**src/pkg/bmc_defines.svh**
```systemverilog
// Offsets, field positions, reset values and timing counts of the supply monitor
`ifndef BMC_DEFINES_SVH
`define BMC_DEFINES_SVH

// ************************************************************
// Register indices (byte address is four times the index)
// ************************************************************
`define BMC_IDX_CONFIG 8'h00
`define BMC_IDX_POWER_CONTROL 8'h87
`define BMC_IDX_RESET_STATUS 8'h96
`define BMC_IDX_MONITOR_CONTROL 8'hac

// ************************************************************
// Field positions
// ************************************************************
`define BMC_CFG_EN_BIT 7
`define BMC_CFG_THR_HI_BIT 6
`define BMC_CFG_THR_LO_BIT 5
`define BMC_CFG_RST_BIT 4
`define BMC_MON_EN_BIT 7
`define BMC_MON_RST_BIT 4
`define BMC_MON_EVT_BIT 3
`define BMC_MON_LP_BIT 2
`define BMC_MON_STAT_BIT 0
`define BMC_PWR_COLD_BIT 4
`define BMC_RSR_DROP_BIT 2

// ************************************************************
// Reset values and bus answers
// ************************************************************
`define BMC_CFG_UNPROG 8'hff
`define BMC_RESP_OKAY 2'h0
`define BMC_RESP_SLVERR 2'h2

// ************************************************************
// Timing
// ************************************************************
`define BMC_SLOW_OSC_HZ 10000
`define BMC_SAMPLE_INTERVAL_US 12800
`define BMC_SAMPLE_TICKS (`BMC_SAMPLE_INTERVAL_US * `BMC_SLOW_OSC_HZ / 1000000)

`endif

```
**src/pkg/bmc_pkg.sv**
```systemverilog
// Types shared by the supply monitor files
`default_nettype none
package bmc_pkg;

	typedef logic [7:0] bmc_byte_t;
	typedef logic [1:0] bmc_resp_t;

endpackage
`default_nettype wire

```
**src/rtl/bmc_top.sv**
```systemverilog
// Supply brown-out monitor control and status with AXI4-Lite registers
`timescale 1ns/100ps
`default_nettype none
`include "bmc_defines.svh"

// What this block does
// Config bit 7 sets default detection enable
// Config bits 6:5 pick threshold level
// Config bit 4 sets default reset choice
// Control bit 7 switches detection on
// Control bit 4 allows reset on drop
// Every reset reloads enables from config
// Event flag set on either crossing
// Interrupt needs both enables plus flag
// Only software or a reset clears the event flag
// Sampled mode only counts while enabled
// Sampled mode runs oscillator, no hysteresis
// Status read-only, zero when disabled
// Status one means supply below threshold
// Software clears stale flag at start
// Power-on reset sets cold start flag
// Cold flag survives warm resets
// No re-set while supply stays low
// Drop reset sets sticky reset flag
// Flag after reset follows supply state
// Comparator synchronised before edge detect
module bmc_top
	import bmc_pkg::*;
#(
	parameter int ADDR_W = 12,
	parameter int SAMPLE_TICKS = `BMC_SAMPLE_TICKS
) (
	input wire logic SYS_CLK_I,
	input wire logic RESET_I,
	input wire logic POR_I,
	input wire logic CE_I,
	input wire logic [7:0] CFG_BYTE_I,
	input wire logic SUPPLY_LOW_I,
	input wire logic SLOW_OSC_I,
	input wire logic SUPPLY_EVENT_IRQ_EN_I,
	input wire logic GLOBAL_IRQ_EN_I,
	input wire logic [ADDR_W-1:0] S_AXI_AWADDR_I,
	input wire logic S_AXI_AWVALID_I,
	output logic S_AXI_AWREADY_O,
	input wire logic [31:0] S_AXI_WDATA_I,
	input wire logic [3:0] S_AXI_WSTRB_I,
	input wire logic S_AXI_WVALID_I,
	output logic S_AXI_WREADY_O,
	output logic [1:0] S_AXI_BRESP_O,
	output logic S_AXI_BVALID_O,
	input wire logic S_AXI_BREADY_I,
	input wire logic [ADDR_W-1:0] S_AXI_ARADDR_I,
	input wire logic S_AXI_ARVALID_I,
	output logic S_AXI_ARREADY_O,
	output logic [31:0] S_AXI_RDATA_O,
	output logic [1:0] S_AXI_RRESP_O,
	output logic S_AXI_RVALID_O,
	input wire logic S_AXI_RREADY_I,
	output logic [1:0] THRESHOLD_SEL_O,
	output logic DETECT_EN_O,
	output logic HYSTERESIS_EN_O,
	output logic SLOW_OSC_EN_O,
	output logic SUPPLY_IRQ_O,
	output logic DROPOUT_RESET_O
);

	// ************************************************************
	// Helpers
	// ************************************************************
	function automatic logic hits(input logic [ADDR_W-1:0] addr, input logic [7:0] idx);
		hits = (addr == ADDR_W'({idx, 2'b00}));
	endfunction

	// ************************************************************
	// Declarations
	// ************************************************************
	wire any_reset = RESET_I | POR_I;

	logic sync1_reg;
	logic sync2_reg;
	logic [1:0] prime_reg;
	logic level_reg;
	logic level_next;
	logic detector_enable_reg;
	logic detector_enable_next;
	logic dropout_reset_enable_reg;
	logic dropout_reset_enable_next;
	logic sampled_detect_reg;
	logic sampled_detect_next;
	logic event_flag_reg;
	logic event_flag_next;
	logic cold_flag_reg;
	logic cold_flag_next;
	logic drop_flag_reg;
	logic drop_flag_next;
	logic sample_strobe;

	logic aw_full_reg;
	logic [ADDR_W-1:0] aw_addr_reg;
	logic w_full_reg;
	logic [7:0] w_data_reg;
	logic w_lane_reg;
	bmc_byte_t rd_byte;

	// ************************************************************
	// Register decode
	// ************************************************************
	wire wr_fire = aw_full_reg & w_full_reg & ~S_AXI_BVALID_O;
	wire wr_lane = wr_fire & w_lane_reg;
	wire wr_cfg = hits(aw_addr_reg, `BMC_IDX_CONFIG);
	wire wr_pwr = hits(aw_addr_reg, `BMC_IDX_POWER_CONTROL);
	wire wr_rsr = hits(aw_addr_reg, `BMC_IDX_RESET_STATUS);
	wire wr_mon = hits(aw_addr_reg, `BMC_IDX_MONITOR_CONTROL);
	wire wr_hit = wr_cfg | wr_pwr | wr_rsr | wr_mon;
	wire mon_we = wr_lane & wr_mon;
	wire pwr_we = wr_lane & wr_pwr;
	wire rsr_we = wr_lane & wr_rsr;

	wire ar_fire = S_AXI_ARVALID_I & S_AXI_ARREADY_O;
	wire rd_cfg = hits(S_AXI_ARADDR_I, `BMC_IDX_CONFIG);
	wire rd_pwr = hits(S_AXI_ARADDR_I, `BMC_IDX_POWER_CONTROL);
	wire rd_rsr = hits(S_AXI_ARADDR_I, `BMC_IDX_RESET_STATUS);
	wire rd_mon = hits(S_AXI_ARADDR_I, `BMC_IDX_MONITOR_CONTROL);
	wire rd_hit = rd_cfg | rd_pwr | rd_rsr | rd_mon;

	// ************************************************************
	// Supply sensing
	// ************************************************************
	wire lp_active = detector_enable_reg & sampled_detect_reg;
	wire primed = prime_reg[1];
	// Sampled mode only looks at the comparator on the interval strobe
	wire sample_go = primed & (~lp_active | sample_strobe);
	wire crossing = sample_go & detector_enable_reg & (sync2_reg != level_reg);
	wire falling = crossing & sync2_reg;
	wire drop_reset = falling & dropout_reset_enable_reg;
	// Gated so that status cannot show a stale level while disabled
	wire supply_low_status = detector_enable_reg & level_reg;

	assign level_next = sample_go ? sync2_reg : level_reg;

	bmc_sample_timer #(
		.TICKS(SAMPLE_TICKS),
		.CNT_W(8)
	) bmc_sample_timer_i (
		.clk_i(SYS_CLK_I),
		.rst_i(any_reset),
		.ce_i(CE_I),
		.run_i(lp_active),
		.slow_osc_i(SLOW_OSC_I),
		.strobe_o(sample_strobe)
	);

	// ************************************************************
	// Control and flag next values
	// ************************************************************
	assign detector_enable_next = mon_we ? w_data_reg[`BMC_MON_EN_BIT] :
		detector_enable_reg;
	assign dropout_reset_enable_next = mon_we ? w_data_reg[`BMC_MON_RST_BIT] :
		dropout_reset_enable_reg;
	assign sampled_detect_next = mon_we ? w_data_reg[`BMC_MON_LP_BIT] :
		sampled_detect_reg;
	// Hardware set wins over a same-cycle software clear
	assign event_flag_next = crossing ? 1'b1 :
		(mon_we ? w_data_reg[`BMC_MON_EVT_BIT] : event_flag_reg);
	assign cold_flag_next = pwr_we ? w_data_reg[`BMC_PWR_COLD_BIT] : cold_flag_reg;
	assign drop_flag_next = drop_reset ? 1'b1 :
		(rsr_we ? w_data_reg[`BMC_RSR_DROP_BIT] : drop_flag_reg);

	// ************************************************************
	// Comparator synchroniser
	// ************************************************************
	always_ff @(posedge SYS_CLK_I) begin
		if (any_reset) begin
			sync1_reg <= 1'b0;
			sync2_reg <= 1'b0;
			prime_reg <= 2'h0;
		end else if (CE_I) begin
			sync1_reg <= SUPPLY_LOW_I;
			sync2_reg <= sync1_reg;
			prime_reg <= {prime_reg[0], 1'b1};
		end
	end

	// ************************************************************
	// Runtime control, reloaded on every reset
	// ************************************************************
	always_ff @(posedge SYS_CLK_I) begin
		if (any_reset) begin
			detector_enable_reg <= CFG_BYTE_I[`BMC_CFG_EN_BIT];
			dropout_reset_enable_reg <= CFG_BYTE_I[`BMC_CFG_RST_BIT];
			sampled_detect_reg <= 1'b0;
			// Level starts low, so a supply found high after reset flags an event
			level_reg <= 1'b1;
			event_flag_reg <= 1'b0;
		end else if (CE_I) begin
			detector_enable_reg <= detector_enable_next;
			dropout_reset_enable_reg <= dropout_reset_enable_next;
			sampled_detect_reg <= sampled_detect_next;
			level_reg <= level_next;
			event_flag_reg <= event_flag_next;
		end
	end

	// ************************************************************
	// Reset-source flags, untouched by warm resets
	// ************************************************************
	always_ff @(posedge SYS_CLK_I) begin
		if (POR_I) begin
			cold_flag_reg <= 1'b1;
			drop_flag_reg <= 1'b0;
		end else if (CE_I) begin
			cold_flag_reg <= cold_flag_next;
			drop_flag_reg <= drop_flag_next;
		end
	end

	// ************************************************************
	// Outputs toward analog and CPU
	// ************************************************************
	always_ff @(posedge SYS_CLK_I) begin
		if (any_reset) begin
			THRESHOLD_SEL_O <= 2'h3;
			DETECT_EN_O <= 1'b0;
			HYSTERESIS_EN_O <= 1'b0;
			SLOW_OSC_EN_O <= 1'b0;
			SUPPLY_IRQ_O <= 1'b0;
			DROPOUT_RESET_O <= 1'b0;
		end else if (CE_I) begin
			THRESHOLD_SEL_O <= {CFG_BYTE_I[`BMC_CFG_THR_HI_BIT],
				CFG_BYTE_I[`BMC_CFG_THR_LO_BIT]};
			DETECT_EN_O <= detector_enable_reg;
			HYSTERESIS_EN_O <= detector_enable_reg & ~lp_active;
			SLOW_OSC_EN_O <= lp_active;
			SUPPLY_IRQ_O <= event_flag_reg & SUPPLY_EVENT_IRQ_EN_I & GLOBAL_IRQ_EN_I;
			// One-cycle request; the CPU reset logic stretches it
			DROPOUT_RESET_O <= drop_reset;
		end
	end

	// ************************************************************
	// AXI4-Lite write channels
	// ************************************************************
	always_ff @(posedge SYS_CLK_I) begin
		if (any_reset) begin
			aw_full_reg <= 1'b0;
			aw_addr_reg <= '0;
			S_AXI_AWREADY_O <= 1'b1;
		end else if (CE_I) begin
			if (S_AXI_AWVALID_I && S_AXI_AWREADY_O) begin
				aw_full_reg <= 1'b1;
				aw_addr_reg <= S_AXI_AWADDR_I;
				S_AXI_AWREADY_O <= 1'b0;
			end else if (S_AXI_BVALID_O && S_AXI_BREADY_I) begin
				aw_full_reg <= 1'b0;
				S_AXI_AWREADY_O <= 1'b1;
			end
		end
	end

	always_ff @(posedge SYS_CLK_I) begin
		if (any_reset) begin
			w_full_reg <= 1'b0;
			w_data_reg <= 8'h00;
			w_lane_reg <= 1'b0;
			S_AXI_WREADY_O <= 1'b1;
		end else if (CE_I) begin
			if (S_AXI_WVALID_I && S_AXI_WREADY_O) begin
				w_full_reg <= 1'b1;
				w_data_reg <= S_AXI_WDATA_I[7:0];
				w_lane_reg <= S_AXI_WSTRB_I[0];
				S_AXI_WREADY_O <= 1'b0;
			end else if (S_AXI_BVALID_O && S_AXI_BREADY_I) begin
				w_full_reg <= 1'b0;
				S_AXI_WREADY_O <= 1'b1;
			end
		end
	end

	always_ff @(posedge SYS_CLK_I) begin
		if (any_reset) begin
			S_AXI_BVALID_O <= 1'b0;
			S_AXI_BRESP_O <= `BMC_RESP_OKAY;
		end else if (CE_I) begin
			if (wr_fire) begin
				S_AXI_BVALID_O <= 1'b1;
				S_AXI_BRESP_O <= wr_hit ? `BMC_RESP_OKAY : `BMC_RESP_SLVERR;
			end else if (S_AXI_BREADY_I) begin
				S_AXI_BVALID_O <= 1'b0;
			end
		end
	end

	// ************************************************************
	// AXI4-Lite read channels
	// ************************************************************
	// Config byte is a read-only mirror; writes to it are accepted and dropped
	assign rd_byte = rd_cfg ? CFG_BYTE_I :
		rd_pwr ? bmc_byte_t'({3'h0, cold_flag_reg, 4'h0}) :
		rd_rsr ? bmc_byte_t'({5'h00, drop_flag_reg, 2'h0}) :
		rd_mon ? bmc_byte_t'({detector_enable_reg, 2'h0, dropout_reset_enable_reg,
			event_flag_reg, sampled_detect_reg, 1'b0, supply_low_status}) :
		8'h00;

	always_ff @(posedge SYS_CLK_I) begin
		if (any_reset) begin
			S_AXI_ARREADY_O <= 1'b1;
			S_AXI_RVALID_O <= 1'b0;
			S_AXI_RDATA_O <= 32'h0000_0000;
			S_AXI_RRESP_O <= `BMC_RESP_OKAY;
		end else if (CE_I) begin
			if (ar_fire) begin
				S_AXI_ARREADY_O <= 1'b0;
				S_AXI_RVALID_O <= 1'b1;
				S_AXI_RDATA_O <= {24'h00_0000, rd_byte};
				S_AXI_RRESP_O <= rd_hit ? `BMC_RESP_OKAY : `BMC_RESP_SLVERR;
			end else if (S_AXI_RVALID_O && S_AXI_RREADY_I) begin
				S_AXI_ARREADY_O <= 1'b1;
				S_AXI_RVALID_O <= 1'b0;
			end
		end
	end

endmodule
`default_nettype wire

```
**src/rtl/bmc_sample_timer.sv**
```systemverilog
// Interval timer for sampled detection, counted on slow oscillator edges
`timescale 1ns/100ps
`default_nettype none
`include "bmc_defines.svh"

module bmc_sample_timer
	import bmc_pkg::*;
#(
	parameter int TICKS = `BMC_SAMPLE_TICKS,
	parameter int CNT_W = 8
) (
	input wire logic clk_i,
	input wire logic rst_i,
	input wire logic ce_i,
	input wire logic run_i,
	input wire logic slow_osc_i,
	output logic strobe_o
);

	logic osc_d_reg;
	logic [CNT_W-1:0] count_reg;
	logic [CNT_W-1:0] count_next;
	logic strobe_next;
	wire osc_rise = slow_osc_i & ~osc_d_reg;
	wire at_end = (count_reg == CNT_W'(TICKS - 1));

	// One strobe per TICKS slow oscillator periods while sampling runs
	assign strobe_next = run_i & osc_rise & at_end;
	assign count_next = (!run_i || strobe_next) ? '0 :
		(osc_rise ? count_reg + CNT_W'(1) : count_reg);

	always_ff @(posedge clk_i) begin
		if (rst_i) begin
			osc_d_reg <= 1'b0;
			count_reg <= '0;
			strobe_o <= 1'b0;
		end else if (ce_i) begin
			osc_d_reg <= slow_osc_i;
			count_reg <= count_next;
			strobe_o <= strobe_next;
		end
	end

endmodule
`default_nettype wire

```
**config.mk**
```make
export PLATFORM = sky130hd
export DESIGN_NAME = bmc_top
export DESIGN_NICKNAME = d
export VERILOG_FILES = /design/src/pkg/bmc_pkg.sv /design/src/rtl/bmc_top.sv /design/src/rtl/bmc_sample_timer.sv
export VERILOG_INCLUDE_DIRS = /design/src /design/src/pkg
export SDC_FILE = /design/constraint.sdc
export NUM_CORES = 1
export LEC_CHECK = 0
export BUFFER_PORTS_ARGS = -buffer_cell sky130_fd_sc_hd__buf_4
export CAP_MARGIN = 5
export CELL_PAD_IN_SITES_DETAIL_PLACEMENT = 0
export CELL_PAD_IN_SITES_GLOBAL_PLACEMENT = 1
export CORE_ASPECT_RATIO = 1.5
export CORE_MARGIN = 2
export CORE_UTILIZATION = 34
export DETAILED_ROUTE_END_ITERATION = 8
export PLACE_DENSITY = 0.87
export SYNTH_ARGS = -nofsm -noshare
export SYNTH_HDL_FRONTEND = slang
export SYNTH_SLANG_ARGS = --single-unit
```
**constraint.sdc**
```tcl
create_clock -name SYS_CLK_I -period 1.9 [get_ports SYS_CLK_I]
set_input_delay 0.19 -clock SYS_CLK_I [delete_from_list [all_inputs] [get_ports SYS_CLK_I]]
set_output_delay 0.19 -clock SYS_CLK_I [all_outputs]
set_load 0.1 [all_outputs]
```
* Yosys cells after proc, flatten, opt, wreduce, memory -nomap -nowiden
Index checks and enable logic that the tools add are counted.
** Operators by class
- Add/sub/neg operators :: 1
- Equality and inequality tests :: 8
- Mux-type cells :: 30
- Bitwise logic cells :: 31
- Reduce and logical (&&, ||, !) cells :: 32
** Operator list (number)
- 12-bit by 10-bit == test with 1-bit output (second input constant) :: 6
- 8-bit 2-to-1 mux :: 6
- 2-bit AND reduction :: 15
- 12-bit zero test :: 2
- 1-bit 2-to-1 mux :: 22
- 1-bit AND :: 20
- 2-bit nonzero test :: 9
- 8-bit by 1-bit adder with 8-bit output (second input constant) :: 1
- 8-bit by 7-bit == test with 1-bit output (second input constant) :: 1
- 1-bit OR :: 8
- 1-bit logical AND :: 4
- 2-bit 2-to-1 mux :: 2
- 1-bit inverter :: 3
- 1-bit zero test :: 1
- 1-bit logical OR :: 1
- 1-bit != test :: 1
** Word-level totals
- Register bits :: 68
- Output and inout bits :: 48
- Word-level logic and storage cells :: 134

* Longest topological paths before layout
- Depth after elaboration :: 10
- Mapped depth :: 6
- Gate-level depth less buffers :: 5

* By module
From an unflattened synthesis, not the netlist that was laid out.
** Unflattened totals
- Cells, all modules :: 338
- Area, all modules :: 2904.0 µm²
** By module, submodules not included
- bmc_top :: instances 1, cells each 286, area each 2399.8 µm²
- bmc_sample_timer :: instances 1, cells each 52, area each 504.2 µm²

* Least setup slack after synthesis
Ideal clock, no wire load.
- Path kind :: reg-to-reg
- Start :: register S_AXI_BVALID_O
- End :: register event_flag_reg
- Setup time :: 0.120 ns
- Arrival time :: 1.863 ns
- Data required time :: 1.780 ns
- Setup slack :: -0.083 ns
- Cell stages (with the launch flop) :: 5
- Clock period less this slack :: 1.983 ns
- Cells stage by stage :: dfxtp_1 and4b_1 and2_2 and4_1 o31a_1
** Between the ends
- Word-level cells in the longest chain between the ends :: 6
** RTL lines
- start, declared :: RTL line bmc_top.sv:50 : output logic S_AXI_BVALID_O,
- start signal, assigned :: RTL line bmc_top.sv:281 : S_AXI_BVALID_O <= 1'b0;
- start signal, assigned :: RTL line bmc_top.sv:285 : S_AXI_BVALID_O <= 1'b1;
- start signal, assigned :: RTL line bmc_top.sv:288 : S_AXI_BVALID_O <= 1'b0;
- 1-bit inverter :: RTL line bmc_top.sv:108 : wire wr_fire = aw_full_reg & w_full_reg & ~S_AXI_BVALID_O;
- 1-bit AND :: RTL line bmc_top.sv:108
- 1-bit AND :: RTL line bmc_top.sv:109 : wire wr_lane = wr_fire & w_lane_reg;
- 1-bit AND :: RTL line bmc_top.sv:115 : wire mon_we = wr_lane & wr_mon;
- 2-bit nonzero test (no line)
- 2-bit AND reduction (no line)
- end signal, assigned :: RTL line bmc_top.sv:200 : event_flag_reg <= event_flag_next;
- end, declared :: RTL line bmc_top.sv:90 : logic event_flag_reg;
No other way between the ends.
A chain may end at the register's enable or synchronous reset.

* Worst setup path after layout
- Start :: register aw_addr_reg[0]
- End :: register detector_enable_reg (enable)
** Between the ends
- Word-level cells in the longest chain between the ends :: 4
** RTL lines
- start, declared :: RTL line bmc_top.sv:99 : logic [ADDR_W-1:0] aw_addr_reg;
- start signal, assigned :: RTL line bmc_top.sv:246 : aw_addr_reg <= '0;
- start signal, assigned :: RTL line bmc_top.sv:251 : aw_addr_reg <= S_AXI_AWADDR_I;
- 12-bit by 10-bit == test with 1-bit output :: RTL line bmc_top.sv:71 : hits = (addr == ADDR_W'({idx, 2'b00}));
- 1-bit AND :: RTL line bmc_top.sv:115
- 2-bit nonzero test (no line)
- 2-bit AND reduction (no line)
- end signal, assigned :: RTL line bmc_top.sv:189 : detector_enable_reg <= CFG_BYTE_I[`BMC_CFG_EN_BIT];
- end signal, assigned :: RTL line bmc_top.sv:196 : detector_enable_reg <= detector_enable_next;
- end, declared :: RTL line bmc_top.sv:84 : logic detector_enable_reg;
No other way between the ends.

==> results.cfg <==
[outcome]
outcome = completed

[cts]
cts_resized = 0
post-cts-setup-buffers = 0
worstSkewPairLatency_ps = 330
tritoncts = yes
holdBufCountCts = 0
cts_buffer_depth = 2
numCtsBuffers = 9
clockRootBuffer = clkbuf_16
cts_sinks = 62
path_clk_slew_ps = 50
htreeDepth = 3

[synthesis]
synth_flop_cell = dfxtp_1
synth_seq_cells = 62
synth_seq_area_share_pct = 42.5
synth_top_area_share_pct = 40.5
yosys-top-cells-count = dfxtp_1 (60), nand2_1 (46), nor2_1 (32), a21oi_1 (29), buf_4 (28)
ys_types = 57
ys_async_sr_fraction_pct = 0
netlist_instances = 347
syn_area_per_cell_um2 = 8.54
synthMostInstantiatedCell = dfxtp_1
synth_edf_count = 2
synth_area_um2 = 2960
synthTopCellsByArea = dfxtp_1 (41%), buf_4 (7.1%), nand2_1 (5.8%)
synth_area_leader_cell = dfxtp_1
ys_warn_count = 0

[floorplan]
fp.dieW_um = 80.2
fp.dieH_um = 118
core_um2 = 8460
std_cell_rows = 41
start_util_pct = 35.0
io_pins = 129
die-area_um2 = 9500

[place]
placed_area_um2 = 3530
dp_hpwl_um = 5480
io_buffer_count = 71
globalplace.congestion = 0.819

[finish]
nets = 504
fin_area_um2 = 3860
antenna_cells = 0
fillCellCount = 866
drive_above_1_share_pct = 25.8
area.growth.synth_to_final_pct = 30.4
largest_reg_flops = 12

[run]
maxCapViolCount = 0

[critical_path]
crit_path_end_kind = register
worstPathArrival_ps = 1550
worstSetupPathType = reg2reg
crit_path_top_delay_cell = or4_4
max_stage_delay_ps = 560
critical_path_required_ps = 1950
cp_num_buf_inv = 0
cp_max_fo = 5
start_kind = register
cp_cell_sequence = or4_4 -> nor2_4 -> nand3_1 -> nand2_1
crit_family = simple AND/OR/NAND/NOR gates

[timing]
worstMarginPinSlew_ps = 580
tns_ps = 0
finalMaxSlewViolations = 0
max_freq_mhz = 665
finalHoldViolations = 0
rsz0062_at_grt = no
fin_worst_skew_ps = 6.80
fin_crit_sh_pct = 79.1
setup_violations = 0
slew_headroom_pct = 61.4
period_minus_slack_ps = 1500

[routing]
post-route-drc-count = 0
wl_per_cell_um = 13.6
drt-total-wl_um = 7240
avgViaCountPerCell = 4.97
firstDrtPassIters = 4
vias = 2655
dr.first_iter.drc_count = 123
antenna_left = 0

[global_route]
grt.total_usage_pct = 16.0
overflow = 0
grt_pass1_vias = 2621
antenna_found_initial = 0
grt_pass1_wl_um = 11900
grt_max_degree = 30

[pwr]
p_leak_uw = 0.00159
p_per_area_nw_per_um2 = 953
vdd_ir_drop_max_mv = 0.556

[worst_hold_path]
hold_class = in2reg
## worst paths after layout
check / start / end / slack, ps / cells after the start
max: aw_addr_reg[0]$_SDFFE_PP0P_ / detector_enable_reg$_DFFE_PP_ / 400 / 4
min: POR_I / drop_flag_reg$_SDFFE_PP0P_ / 40 / 2
max reg2reg: aw_addr_reg[0]$_SDFFE_PP0P_ / detector_enable_reg$_DFFE_PP_ / 400 / 4
min reg2reg: w_full_reg$_SDFFE_PP0P_ / w_full_reg$_SDFFE_PP0P_ / 460 / 2
## cell type report
cell class / instances / area (um^2) / area share, %
Tap cell: 107 / 134 / 3.47
Clock buffer: 11 / 253 / 6.54
Sequential cell: 62 / 1260 / 32.7
Clock inverter: 5 / 81.3 / 2.10
Inverter: 6 / 22.5 / 0.583
Multi-Input combinational cell: 263 / 1510 / 39.1
Timing Repair Buffer: 80 / 601 / 15.5
## report_power, final
part	internal, uW	switching [uW]	total [uW]
clock	1220	569	1790
combinational	131	414	545
sequential	1330	17.8	1350
total	2680	1000	3680
## layer usage
layer / vias to the layer above / global-route usage [%] / part of all wire [%] / wire, um
met5: - / 0 / 0 / 0
met3: 11 / 3.44 / 4.9 / 355
met2: 89 / 29.5 / 55 / 3950
li1: 1330 / - / - / -
met4: 0 / 7.73 / 2.0 / 148
met1: 1225 / 16.4 / 38 / 2790
## placed cells by master (no fill, tap or decap), drive strengths merged, types with 3 or more instances in the layout
master and instances:
and4 4, xor2 6, nor4 8, buf 80
nor2b 6, nand2b 3, clkbuf 11, inv 6
a22oi 7, nand2 47, a21oi 29, and3 8
conb 26, a31oi 3, dfxtp 60, nand3 14
o211ai 4, and2 4, o2111ai 4, o21ai 11
nor2 33, mux2i 13, nand4 6
## per-stage QoR
| step | util (%) | cells | setup WS (ps) | hold WS, ps | total power [uW] |
|---|---|---|---|---|---|
| detailed placement | 41.7 | 518 | 400 | 386 | 1920 |
| CTS | 45.6 | 534 | 395 | 34.9 | 3720 |
| global route | 45.6 | 534 | 304 | 45.2 | 3800 |
| global placement | 41.7 | 518 | 416 | 383 | 1920 |
| finish | 45.6 | 534 | 397 | 40.0 | 3680 |
| floorplan | - | 372 | 87.4 | 259 | 1820 |
## worst reg2reg max path, cell delays in order, from the launching register on
cell     delay (ps)
dfxtp_1         330
or4_4           560
nor2_4          130
nand3_1         100
nand2_1         110
## kinds of logic (layout without fill, tap and decap cells)
group,count (synthesis),in the layout,synth area share (%)
simple gates,146,146,25.9
compound gates,70,70,14.8
flops,62,62,42.5
buf+inv,47,102,9.71
mux,13,13,4.39
xor+xnor,7,7,2.07
fa+ha+maj,1,1,0.422
other cells,1,26,0.127
Power figures use the tool's default switching activity.
